**config.mk**
```make
export PLATFORM = sky130hd
export DESIGN_NAME = cmb_tx_buf
export DESIGN_NICKNAME = d
export VERILOG_FILES = /design/src/hw/cmb_pkg.sv /design/src/hw/cmb_sel_if.sv /design/src/hw/cmb_prio_sel.sv /design/src/hw/cmb_tx_buf.sv
export SDC_FILE = /design/constraint.sdc
export NUM_CORES = 1
export LEC_CHECK = 0
export BUFFER_PORTS_ARGS = -buffer_cell sky130_fd_sc_hd__buf_2
export CORE_ASPECT_RATIO = 1.4
export CORE_MARGIN = 5
export CORE_UTILIZATION = 40
export CTS_CLUSTER_SIZE = 14
export DETAILED_ROUTE_END_ITERATION = 12
export GPL_TIMING_DRIVEN = 0
export SETUP_SLACK_MARGIN = 0.1
export SYNTH_ARGS = -nofsm -noshare
export SYNTH_HDL_FRONTEND = slang
export SYNTH_SLANG_ARGS = --single-unit
```
**constraint.sdc**
```tcl
create_clock -name ref_clk_in -period 5.2 [get_ports ref_clk_in]
set_clock_uncertainty 0.15 [all_clocks]
set_input_delay 0.52 -clock ref_clk_in [delete_from_list [all_inputs] [get_ports ref_clk_in]]
set_output_delay 0.52 -clock ref_clk_in [all_outputs]
set_load 0.005 [all_outputs]
```
**src/hw/cmb_pkg.sv**
```systemverilog
`default_nettype none
package cmb_pkg;
   localparam int NUM_TX_BUF = 3;
   localparam int PAYLOAD_BYTES = 8;
   localparam int REG_AW = 8;
   // Per-buffer register offsets inside the transmit window
   localparam logic [7:0] OFS_ARB_UPPER = 8'h00;
   localparam logic [7:0] OFS_ARB_LOWER = 8'h01;
   localparam logic [7:0] OFS_ARB_X2 = 8'h02;
   localparam logic [7:0] OFS_ARB_X3 = 8'h03;
   localparam logic [7:0] OFS_PAYLOAD0 = 8'h04;
   localparam logic [7:0] OFS_LENGTH = 8'h0c;
   localparam logic [7:0] OFS_RANK = 8'h0d;
   // Control and status registers
   localparam logic [7:0] OFS_FREE_FLAGS = 8'h10;
   localparam logic [7:0] OFS_SELECT = 8'h11;
   localparam logic [7:0] OFS_ARB_REQ = 8'h12;
   localparam logic [7:0] OFS_WINNER = 8'h13;
   localparam logic [7:0] OFS_TX_DONE = 8'h14;
   // Field positions
   localparam int RTR_BIT = 4;
   localparam int FMT_BIT = 3;
   localparam int TAG_LO_MSB = 7;
   localparam int TAG_LO_LSB = 5;
   localparam int LEN_MSB = 3;
   localparam logic [3:0] MAX_BYTES = 4'h8;
   localparam logic [7:0] RESET_BYTE = 8'h00;
   localparam logic [7:0] UNUSED_READ = 8'h00;
   localparam logic [1:0] WIN_NONE = 2'h3;
endpackage : cmb_pkg
`default_nettype wire

```
**src/hw/cmb_sel_if.sv**
```systemverilog
`default_nettype none
interface cmb_sel_if #(parameter int NB = 3);
   logic [NB-1:0] req;
   logic [NB*8-1:0] ranks;
   logic valid;
   logic [1:0] index;
   modport chooser (input req, input ranks, output valid, output index);
   modport user (output req, output ranks, input valid, input index);
endinterface : cmb_sel_if
`default_nettype wire

```
**src/hw/cmb_prio_sel.sv**
```systemverilog
`default_nettype none
module cmb_prio_sel #(
   parameter int NB = 3
) (
   cmb_sel_if.chooser sel
);
   // Scan lowest index first; strict less-than keeps the lower index on ties
   always_comb begin
      logic [7:0] best;
      best = 8'h00;
      sel.valid = 1'b0;
      sel.index = 2'h0;
      for (int i = 0; i < NB; i++) begin
         if (sel.req[i] && (!sel.valid || sel.ranks[i*8 +: 8] < best)) begin
            sel.valid = 1'b1;
            sel.index = i[1:0];
            best = sel.ranks[i*8 +: 8];
         end
      end
   end
endmodule : cmb_prio_sel
`default_nettype wire

```
**src/hw/cmb_tx_buf.sv**
```systemverilog
// Function
// - Eleven-bit tag split across both arbitration bytes
// - Smaller tag value wins bus arbitration
// - Bit 4 selects remote or data frame
// - Bit 3 selects standard or extended tag
// - Eight payload bytes per transmit buffer
// - Length code gives byte count 0..8
// - Remote frame sends code, zero payload bytes
// - Rank register holds local buffer priority
// - Ready buffers join selection before frame start
// - Lowest rank value wins the selection
// - Rank tie goes to lower buffer index
//
// Chosen here: the address map and the address-and-strobe port.
`default_nettype none
module cmb_tx_buf
   import cmb_pkg::*;
#(
   parameter int NB = 3
) (
   input wire logic ref_clk_in,
   input wire logic reset_n_in,
   input wire logic [REG_AW-1:0] addr_in,
   input wire logic [7:0] wdata_in,
   input wire logic wr_in,
   input wire logic rd_in,
   output logic [7:0] rdata_out,
   input wire logic tx_done_in,
   output logic tx_start_out,
   output logic [1:0] tx_index_out,
   output logic [10:0] tx_tag_out,
   output logic tx_remote_out,
   output logic tx_format_out,
   output logic [3:0] tx_len_code_out,
   output logic [3:0] tx_byte_cnt_out,
   output logic [63:0] tx_payload_out,
   output logic [NB-1:0] free_out
);
   if (NB < 1 || NB > 3) begin : g_nb_check
      $error("cmb_tx_buf: NB must be 1..3");
   end
   logic [7:0] upper_r [NB];
   logic [7:0] lower_r [NB];
   logic [7:0] len_r [NB];
   logic [7:0] rank_r [NB];
   logic [7:0] pay_r [NB][PAYLOAD_BYTES];
   logic [NB-1:0] free_r;
   logic [1:0] sel_r;
   logic busy_r;
   logic start_req;
   logic sel_ok;
   cmb_sel_if #(.NB(NB)) sel_bus ();
   cmb_prio_sel #(.NB(NB)) u_sel (.sel(sel_bus));
   function automatic logic [3:0] byte_count(input logic [7:0] len, input logic remote_request_flag);
      if (remote_request_flag) byte_count = 4'h0;
      else if (len[LEN_MSB:0] > MAX_BYTES) byte_count = MAX_BYTES;
      else byte_count = len[LEN_MSB:0];
   endfunction : byte_count
   // Payload byte k sits at window offset OFS_PAYLOAD0 + k
   function automatic logic [2:0] pay_slot(input logic [REG_AW-1:0] addr);
      pay_slot = 3'(addr - OFS_PAYLOAD0);
   endfunction : pay_slot
   assign sel_ok = (int'(sel_r) < NB) && free_r[sel_r];
   assign start_req = wr_in && addr_in == OFS_ARB_REQ && wdata_in[0];
   always_comb begin
      for (int i = 0; i < NB; i++) begin
         sel_bus.req[i] = !free_r[i];
         sel_bus.ranks[i*8 +: 8] = rank_r[i];
      end
   end
   ////////////////////////////////////////////////////////////////////////
   // Buffer registers written through the selected window
   always_ff @(posedge ref_clk_in or negedge reset_n_in) begin
      if (!reset_n_in) begin
         for (int i = 0; i < NB; i++) begin
            upper_r[i] <= RESET_BYTE;
            lower_r[i] <= RESET_BYTE;
            len_r[i] <= RESET_BYTE;
            rank_r[i] <= RESET_BYTE;
            for (int j = 0; j < PAYLOAD_BYTES; j++) pay_r[i][j] <= RESET_BYTE;
         end
      end else if (wr_in && sel_ok) begin
         if (addr_in == OFS_ARB_UPPER) upper_r[sel_r] <= wdata_in;
         if (addr_in == OFS_ARB_LOWER) lower_r[sel_r] <= wdata_in;
         if (addr_in == OFS_LENGTH) len_r[sel_r] <= wdata_in;
         if (addr_in == OFS_RANK) rank_r[sel_r] <= wdata_in;
         if (addr_in >= OFS_PAYLOAD0 && addr_in < OFS_LENGTH) pay_r[sel_r][pay_slot(addr_in)] <= wdata_in;
      end
   end
   always_ff @(posedge ref_clk_in or negedge reset_n_in) begin
      if (!reset_n_in) sel_r <= 2'h0;
      else if (wr_in && addr_in == OFS_SELECT) sel_r <= wdata_in[1:0];
   end
   ////////////////////////////////////////////////////////////////////////
   // Free flags: writing 1 marks ready; completion sets free and wins
   always_ff @(posedge ref_clk_in or negedge reset_n_in) begin
      if (!reset_n_in) free_r <= {NB{1'b1}};
      else begin
         for (int i = 0; i < NB; i++) begin
            if (busy_r && tx_done_in && tx_index_out == i[1:0]) free_r[i] <= 1'b1;
            else if (wr_in && addr_in == OFS_FREE_FLAGS && wdata_in[i]) free_r[i] <= 1'b0;
         end
      end
   end
   ////////////////////////////////////////////////////////////////////////
   // Selection taken just before start of frame
   always_ff @(posedge ref_clk_in or negedge reset_n_in) begin
      if (!reset_n_in) begin
         busy_r <= 1'b0;
         tx_start_out <= 1'b0;
         tx_index_out <= WIN_NONE;
         tx_tag_out <= 11'h000;
         tx_remote_out <= 1'b0;
         tx_format_out <= 1'b0;
         tx_len_code_out <= 4'h0;
         tx_byte_cnt_out <= 4'h0;
         tx_payload_out <= 64'h0000_0000_0000_0000;
      end else begin
         tx_start_out <= 1'b0;
         if (busy_r && tx_done_in) busy_r <= 1'b0;
         else if (!busy_r && start_req && sel_bus.valid) begin
            busy_r <= 1'b1;
            tx_start_out <= 1'b1;
            tx_index_out <= sel_bus.index;
            tx_tag_out <= {upper_r[sel_bus.index], lower_r[sel_bus.index][TAG_LO_MSB:TAG_LO_LSB]};
            tx_remote_out <= lower_r[sel_bus.index][RTR_BIT];
            tx_format_out <= lower_r[sel_bus.index][FMT_BIT];
            tx_len_code_out <= len_r[sel_bus.index][LEN_MSB:0];
            tx_byte_cnt_out <= byte_count(len_r[sel_bus.index], lower_r[sel_bus.index][RTR_BIT]);
            for (int j = 0; j < PAYLOAD_BYTES; j++) tx_payload_out[j*8 +: 8] <= pay_r[sel_bus.index][j];
         end
      end
   end
   always_ff @(posedge ref_clk_in or negedge reset_n_in) begin
      if (!reset_n_in) free_out <= {NB{1'b1}};
      else free_out <= free_r;
   end
   ////////////////////////////////////////////////////////////////////////
   // Read data, one cycle after the strobe
   always_ff @(posedge ref_clk_in or negedge reset_n_in) begin
      if (!reset_n_in) rdata_out <= 8'h00;
      else if (rd_in) begin
         rdata_out <= 8'h00;
         if (addr_in == OFS_FREE_FLAGS) rdata_out <= 8'(free_r);
         else if (addr_in == OFS_SELECT) rdata_out <= {6'h00, sel_r};
         else if (addr_in == OFS_WINNER) rdata_out <= {busy_r, 5'h00, tx_index_out};
         else if (sel_ok) begin
            if (addr_in == OFS_ARB_UPPER) rdata_out <= upper_r[sel_r];
            else if (addr_in == OFS_ARB_LOWER) rdata_out <= lower_r[sel_r];
            else if (addr_in == OFS_ARB_X2 || addr_in == OFS_ARB_X3) rdata_out <= UNUSED_READ;
            else if (addr_in == OFS_LENGTH) rdata_out <= len_r[sel_r];
            else if (addr_in == OFS_RANK) rdata_out <= rank_r[sel_r];
            else if (addr_in >= OFS_PAYLOAD0 && addr_in < OFS_LENGTH) rdata_out <= pay_r[sel_r][pay_slot(addr_in)];
         end
      end
   end
endmodule : cmb_tx_buf
`default_nettype wire
```
Word-level counts from Yosys, hierarchy flattened
Cells that the tools add are included.

Flip-flop bits (word level): 393. Bits of input ports: 21. Output and inout bits: 99. Word-level logic and storage cells: 190.

$add $sub $neg: 1. $lt $le $gt $ge: 12. Equality and inequality tests: 11. Muxes and demuxes: 72. Bitwise logic cells: 4. Reductions and logical operators: 39.

Operator list (count): 2-to-1 mux 64 bit (5); binary-select mux 64 bit (select 2 bit) (2); 2-to-1 mux 8 bit (28); bitwise mux 192 bit (1); demux 64 bit (select 2 bit) (1); binary-select mux 8 bit (select 2 bit) (7); bitwise mux 24 bit (4); equality test 8 x 5 -> 1 bit, second input constant (4); binary-select mux 8 bit (select 3 bit) (1); demux 8 bit (select 3 bit) (1); logical AND 1 bit (20); demux 8 bit (select 2 bit) (1); equality test 8 x 2 -> 1 bit, second input constant (2); equality test 8 x 4 -> 1 bit, second input constant (2); < comparator 8 bit (2); 2-to-1 mux 4 bit (4); 2-to-1 mux 1 bit (15); AND reduction 2 bit (6); equality test 8 x 1 -> 1 bit, second input constant (1); greater-or-equal comparator 8 x 3 -> 1 bit, second input constant (1); zero test 8 bit (1); < comparator 8 x 4 -> 1 bit, second input constant (1); nonzero test 2 bit (4); greater-or-equal comparator 3 bit, second input constant (2); 17 further kinds (23).

Depth between registers and ports, before layout
Gate-level depths: netlist of run 1.

Depth in word-level cells: 17. Gate-level depth with buffers: 20. Mapped depth without buffers: 15.

By module
From an unflattened synthesis of run 1, not the netlist that was laid out.

Cells, all modules: 1789. Area total of the unflattened synthesis: 20025.5 um2.

Modules (own cells, without submodules): cmb_tx_buf (times used 1, cells each 1716, area an instance 19477.4 um2, seq. area each 9844.4 um2); cmb_prio_sel (times used 1, cells each 73, area an instance 548.0 um2, seq. area each 0.0 um2).

Worst setup path after synthesis of run 1
No wires, ideal clock.

Path kind: reg-to-reg. Start point: reg free_r[0]. End point: reg tx_remote_out. Library setup time: 0.135 ns. Data arrival time: 4.294 ns. Required time: 4.915 ns. Path slack: 0.621 ns. Stages on the path, launching flop included: 21. Path buffers: 5. Clock period less this slack: 4.579 ns. Path through: dfstp_2 buf_2 inv_1 nand2_1 ha_1 a21oi_1 o211a_1 a2bb2oi_2 buf_2 clkbuf_1 nor2_1 a21oi_1 ha_1 a2111oi_2 o221ai_1 or2_2 nand2b_1 clkbuf_1 buf_2 a21oi_1 o31ai_1.

Longest elaborated chain between the ends: 13. Elaborated cells on any way between the ends: 20. Classes of those cells: order compare (2); mux (10); bitwise (1); reduce/logical (7).

Ends and longest elaborated chain: start, declared (RTL line cmb_tx_buf.sv:47) `logic [NB-1:0] free_r;`; start signal, assigned (RTL line cmb_tx_buf.sv:97) `if (!reset_n_in) free_r <= {NB{1'b1}};`; 2-to-1 mux 8 bit (RTL line cmb_prio_sel.sv:14) `if (sel.req[i] && (!sel.valid || sel.ranks[i*8 +: 8] < best)) begin`; < comparator 8 bit (RTL line cmb_prio_sel.sv:14); logical OR 1 bit (RTL line cmb_prio_sel.sv:14); logical AND 1 bit (RTL line cmb_prio_sel.sv:14); 2-to-1 mux 8 bit or 2-to-1 mux 1 bit (tied branches) (RTL line cmb_prio_sel.sv:14); < comparator 8 bit or zero test 1 bit (tied branches) (RTL line cmb_prio_sel.sv:14); logical OR 1 bit (RTL line cmb_prio_sel.sv:14); logical AND 1 bit (RTL line cmb_prio_sel.sv:14); 2-to-1 mux 2 bit (RTL line cmb_prio_sel.sv:14); inverter 2 -> 3 bit (not written as such) (RTL line cmb_tx_buf.sv:126) `tx_remote_out <= lower_r[sel_bus.index][RTR_BIT];`; binary-select mux 8 bit (select 2 bit) (RTL line cmb_tx_buf.sv:126); 2-to-1 mux 8 bit (not written as such) (2 in a row) (RTL line cmb_tx_buf.sv:126); end signal, assigned (RTL line cmb_tx_buf.sv:126); end, declared (RTL line cmb_tx_buf.sv:32) `output logic tx_remote_out,`.

Several ways; a longest one is shown, not always the timed one. The select of a mux whose other input is x is not followed. A chain may end at the register's enable or synchronous reset.

Worst setup path in the final report of run 1
Same ends and word-level chain as after synthesis.

==> metrics.cfg, run 1 <==
[finish]
final_area_mm2 = 0.0237
nNetsFinal = 2000
fillers = 4780
regArea_mm2 = 0.00984
multi_input_area_mm2 = 0.0101
area_growth_syn_to_layout_pct = 15.3
drive_above_1_share_pct = 37.3

[synthesis]
synth-edff-count = 0
synth_compound_area_share_pct = 12.4
synth_top_area_cell = dfrtp_1
synthSimpleGateAreaFrac_pct = 8.81
ys_ff_latch = 393
syn-instance-count = 1797
yosysSeqAreaShare_pct = 47.9
synth_xor_area_share_pct = 0.0851
synth.top_cell.area_share_pct = 46.8
synth_top_family_by_area = multiplexers
synth_warnings = 0
muxShareOfSynthArea_pct = 26.4
ys_top_cells_by_area = dfrtp_1 (47%), mux2_2 (21%), o31ai_1 (3.1%), a21oi_1 (3.0%), mux2i_1 (2.7%)
synth_fa_ha_area_share_pct = 0.851
async_flop_share_pct = 100
synth_cell_type_count = 81
synth.top_cells.by_count = mux2_2 (387), dfrtp_1 (385), nand2_1 (142)
syn_area_mm2 = 0.0206
synth_most_common_cell = mux2_2
synth_fp_nets = 1832
synthFlopType = dfrtp_1
syn_avg_cell_area_um2 = 11.4

[timing]
fin_ws_ns = 0.300
finalMaxSlewViolations = 0
period_share_pct = 94.2
tightest_slew_ns = 1.41
setup_viol = 0
fin_tns_setup_ns = 0
rsz0062_at_grt = no
finalHoldViolCount = 0
fmax_mhz = 204
period_needed_ns = 4.90
slew_headroom_pct = 5.83
hold_slack_ns = 0.0367

[global_routing]
antenna_found_initial = 2
grt_pass1_wl_um = 122000
grt_usage_pct = 29.5
grt_max_degree = 124
grt-ovfl-total = 0
grt_pass1_vias = 17100

[placed_design]
gp_congestion = 0.999
io_buffers = 113
placed_area_mm2 = 0.0220
dp_hpwl_um = 60800
dpl_worst_slack_ns = -1.75

[clock_tree]
cts_root_buf = clkbuf_16
clk_transition_reported_paths_ns = 0.06
numCtsBuffers = 40
clockBufferDepth = 3
cts.sinks = 393
clk_latency_ns = 0.56
htreeDepth = 2
tritoncts = done

[die]
rows = 98
dieArea_mm2 = 0.0561
core_area_mm2 = 0.0510
initial_core_util_pct = 40.3
die_h_um = 278
die_x_um = 202
io_pins = 120

[worst_setup_path]
rrSetupSlack_ns = 0.30
worst_setup_path_start_kind = flop
reg2regPathDepth = 20
r2r_end = tx_remote_out$_DFFE_PN0P_
crit_fanout = 11
path_class = flop to flop
cp_data_required_time_ns = 5.44
r2r_start = free_r[0]$_DFFE_PN1P_
end_kind = flop
critPathArrivalTime_ns = 5.14

[route]
vias = 16600
antenna_left = 0
wl_per_cell_um = 32.2
via_per_inst = 6.28
drc = 0
first_pass_iters = 5
wirelength_um = 85200
drt_iter0_markers = 1560

[power]
p_leak_uw = 0.0112
power_density_mw_per_mm2 = 288
power_uw = 6830
ir_worst_vdd_uv = 174

[hold_path]
whs_endpoint = busy_r$_DFFE_PN0P_
hold_depth = 2
hold_start = tx_done_in
hold_class = input port to flop

[job]
cap_violations = 0

[outcome]
status = finished clean

-- cells by family (layout without fill, tap and decap cells) --
family | count (synthesis) | in the layout
fa+ha+maj | 14 | 14
buf+inv | 166 | 364
simple gates | 372 | 372
compound gates | 377 | 377
other cells | 0 | 1
flops | 393 | 393
xor+xnor | 2 | 2
mux | 473 | 473
-- report_power, final --
part	internal (µW)	switching, µW
Clock	1720	1300
Sequential	3080	20.5
Combinational	204	508
-- registers in the layout (all words and copies together), names as in the netlist, 8 cells and up --
register / cells
rank_r: 24
upper_r: 24
rdata_out: 8
pay_r: 192
tx_tag_out: 11
lower_r: 24
tx_payload_out: 64
len_r: 24
-- worst max-delay path, stage by stage (launching register included) --
cell	delay, ns
dfstp_2	0.54
buf_6	0.18
clkinvlp_4	0.21
nand2_1	0.14
ha_1	0.28
a211oi_4	0.26
o21ai_4	0.13
a2bb2oi_4	0.21
buf_12	0.18
buf_6	0.15
nor2_1	0.05
a21oi_1	0.11
ha_1	0.29
a2111oi_4	0.34
o221ai_2	0.21
or2_4	0.32
nand2b_2	0.23
clkbuf_16	0.23
buf_2	0.23
a21oi_1	0.19
o31ai_1	0.09
-- worst max-delay path by stage --
stage,from,end,slack (ns),cells after the start
6_report,free_r[0]$_DFFE_PN1P_,tx_remote_out$_DFFE_PN0P_,0.30,20
5_1_grt,free_r[0]$_DFFE_PN1P_,tx_payload_out[19]$_DFFE_PN0P_,0.1,20
4_1_cts,free_r[0]$_DFFE_PN1P_,tx_payload_out[47]$_DFFE_PN0P_,0.11,20
3_5_place_dp,free_r[0]$_DFFE_PN1P_,tx_tag_out[3]$_DFFE_PN0P_,-1.75,19
3_3_place_gp,reset_n_in,tx_payload_out[60]$_DFFE_PN0P_,-4.38,1
2_1_floorplan,free_r[0]$_DFFE_PN1P_,tx_remote_out$_DFFE_PN0P_,0.62,20
-- metrics by stage --
stage / util, % / cells
floorplan: - / 1797
global placement: 43.0 / 2560
detailed placement: 43.2 / 2563
CTS: 46.2 / 2638
global route: 46.5 / 2645
finish: 46.5 / 2646
-- area by class of cell --
type | instances | area share (%)
buffer | 153 | 3.35
multi-input combinational | 1238 | 42.7
tap | 650 | 3.43
clock inverter | 16 | 0.844
timing repair buffer | 126 | 3.28
sequential | 393 | 41.5
clock buffer | 56 | 4.73
inverter | 13 | 0.221
antenna | 1 | 0.0105
-- placed cells by master (no fill, tap or decap), drive strengths merged, types with 47 or more instances in the layout --
cell,netlist,routed
o21ai,47,47
nand2,149,149
a21oi,124,124
buf,79,203
o31ai,84,84
mux2,407,407
nor3,89,89
dfrtp,385,385
mux2i,56,56
nor2,62,62
clkbuf,74,131
-- per-layer routing --
metal / wire, µm / vias up / part of all wire, % / track usage [%]
met5: 0 / - / 0 / 0
li1: - / 7003 / - / -
met4: 5220 / 0 / 6.1 / 14.9
met3: 4500 / 222 / 5.3 / 4.44
met2: 41700 / 697 / 49 / 50.5
met1: 33700 / 8699 / 40 / 36.5
-- repair_timing --
| action | CTS | global route |
|---|---|---|
| gates cloned | 0 | 1 |
| resized for setup | 37 | 20 |
| hold buffers | 1 | 0 |
| pin swaps | 3 | 5 |
| hold endpoints to repair | 72 | 0 |
| setup endpoints to repair | 87 | 84 |
| setup buffers | 2 | 6 |
(Power assumes the default switching activity.)
==> inputs of run 2 (changes only) <==
CORE_UTILIZATION = 60   (was 40)
PLACE_DENSITY = 0.79   (was unset)
==> run 2 against run 1 <==
Against the previous run: the flow now finishes with violations (capacitance limit, slew limit); die area fell by 32%; count of clock-buffer cells in the layout up 3; power up 0.12%; utilization grew 23 points; non-clock buffer count rose by 3; first-iteration DRC count is 37% higher; register-to-register slack worse by 0.16 ns; global-route usage grew 13 points; largest power group unchanged.
==> metrics.cfg, run 2 (same netlist as run 1, synthesis figures left out) <==
[worst_setup_path]
cp_cell_sequence = buf_8, clkinvlp_4, buf_4, nand2_1, ha_1, nand3_1, o211a_1, a2bb2oi_4, buf_8, buf_4, nor2_1, a21oi_1, ha_1, nand3_1, a2111oi_4, o32a_2, buf_4, buf_4, a21oi_1, o31ai_1
end_kind = flop
critPathArrivalTime_ns = 5.35
rrSetupSlack_ns = 0.14
path_class = flop to flop
slowest_stage = dfstp_2
critPathMostFrequentCell = buf_4
crit_fanout = 10
max_stage_delay_ns = 0.56
cp_data_required_time_ns = 5.49
worst_setup_path_start_kind = flop

[timing]
rsz0062_at_grt = no
slew_headroom_pct = -7.39
tightest_slew_ns = 1.61
period_needed_ns = 5.06
fin_tns_setup_ns = 0
finalMaxSlewViolations = 12
fmax_mhz = 198
setup_viol = 0
finalHoldViolCount = 0
period_share_pct = 97.3

[finish]
largest_reg_flops = 192
nNetsFinal = 2002
area_growth_syn_to_layout_pct = 14.3
final_core_util_pct = 69.1
final_area_mm2 = 0.0235
drive_above_1_share_pct = 37.9
largest_registers = pay_r x192, tx_payload_out x64
layout_commonest_cell = mux2_2
layout_common_cells = mux2_2 (387), dfrtp_1 (385), buf_2 (161)
top_register = pay_r

[die]
dieArea_mm2 = 0.0381
rows = 80
die_x_um = 167
io_pins = 120
core_area_mm2 = 0.0340
initial_core_util_pct = 60.5
die_h_um = 229

[clock_tree]
htreeDepth = 2
numCtsBuffers = 39
tritoncts = done
clockBufferDepth = 3
cts.sinks = 393
clk_latency_ns = 0.56
clk_transition_reported_paths_ns = 0.07
cts_root_buf = clkbuf_16

[global_routing]
antenna_found_initial = 5
grt_usage_pct = 42.8
grt_max_degree = 115
grt_pass1_vias = 17600
grt-ovfl-total = 0
grt_pass1_wl_um = 121000

[outcome]
status = complete, but fails checks
violations = capacitance limit, slew limit

[route]
drt_iter0_markers = 2144
wl_per_cell_um = 33.9
antenna_left = 0
via_per_inst = 7.06
wirelength_um = 83000
drc = 0
vias = 17300
first_pass_iters = 5

[job]
cap_violations = 1

[hold_path]
hold_class = input port to flop

[power]
p_leak_uw = 0.0112
power_uw = 6840
ir_worst_vdd_uv = 317
power_density_mw_per_mm2 = 291

[placed_design]
io_buffers = 113
gp_congestion = 1.03
placed_area_mm2 = 0.0218
dp_hpwl_um = 57900

run 2: layout make-up:
| type | count | area (µm²) |
|---|---|---|
| Inverter | 13 | 52.6 |
| Fill cell | 2459 | 10500 |
| Clock buffer | 59 | 1190 |
| Tap cell | 451 | 564 |
| Clock inverter | 12 | 153 |
| Buffer | 152 | 793 |
| Timing Repair Buffer | 130 | 778 |
| Sequential cell | 393 | 9840 |
| Multi-Input combinational cell | 1238 | 10100 |
| Antenna cell | 3 | 7.51 |
run 2: timing repair:
action	CTS	global route
pin swaps	5	10
gates cloned	0	0
endpoints found under the hold margin	70	0
resized for setup	37	31
endpoints found under the setup margin	87	86
hold buffers	1	0
setup buffers	9	4
run 2: metal layers:
metal | share of wire [%] | GRT usage (%)
met5 | 0.016 | 0
met4 | 9.4 | 30.9
met3 | 9.1 | 8.23
met2 | 46 | 67.6
met1 | 35 | 52.7
run 2: power by group:
group,switching [µW],leakage (µW),internal (µW)
clock network,1270,0.000665,1740
registers,21.0,0.00545,3080
logic,515,0.00509,208
total,1810,0.0112,5030
run 2: worst paths after layout:
check                                 startpoint                             end  cells past startpoint
setup / recovery           free_r[0]$_DFFE_PN1P_  tx_payload_out[33]$_DFFE_PN0P_                     20
hold / removal                        tx_done_in              busy_r$_DFFE_PN0P_                      2
setup reg to reg           free_r[0]$_DFFE_PN1P_  tx_payload_out[33]$_DFFE_PN0P_                     20
hold reg to reg            free_r[2]$_DFFE_PN1P_           free_out[2]$_DFF_PN1_                      0
max in group asynchronous             reset_n_in  tx_payload_out[58]$_DFFE_PN0P_                      4
min in group asynchronous             reset_n_in          rank_r[10]$_DFFE_PN0P_                      2
run 2: through the flow:
step	hold slack [ns]	setup slack [ns]	instances
2_1_floorplan	0.0744	0.621	1797
3_3_place_gp	0.203	-4.04	2361
3_5_place_dp	0.204	-1.51	2364
4_1_cts	0.0154	0.133	2445
5_1_grt	0.0408	0.00944	2448
6_report	0.0240	0.140	2451
run 2: critical path, delay by kind of cell, from the launching register on:
family | cells | cell delay [ns]
buf+inv | 7 | 1.52
fa+ha+maj | 2 | 0.40
simple gates | 4 | 0.45
compound gates | 7 | 1.85
flops | 1 | 0.56
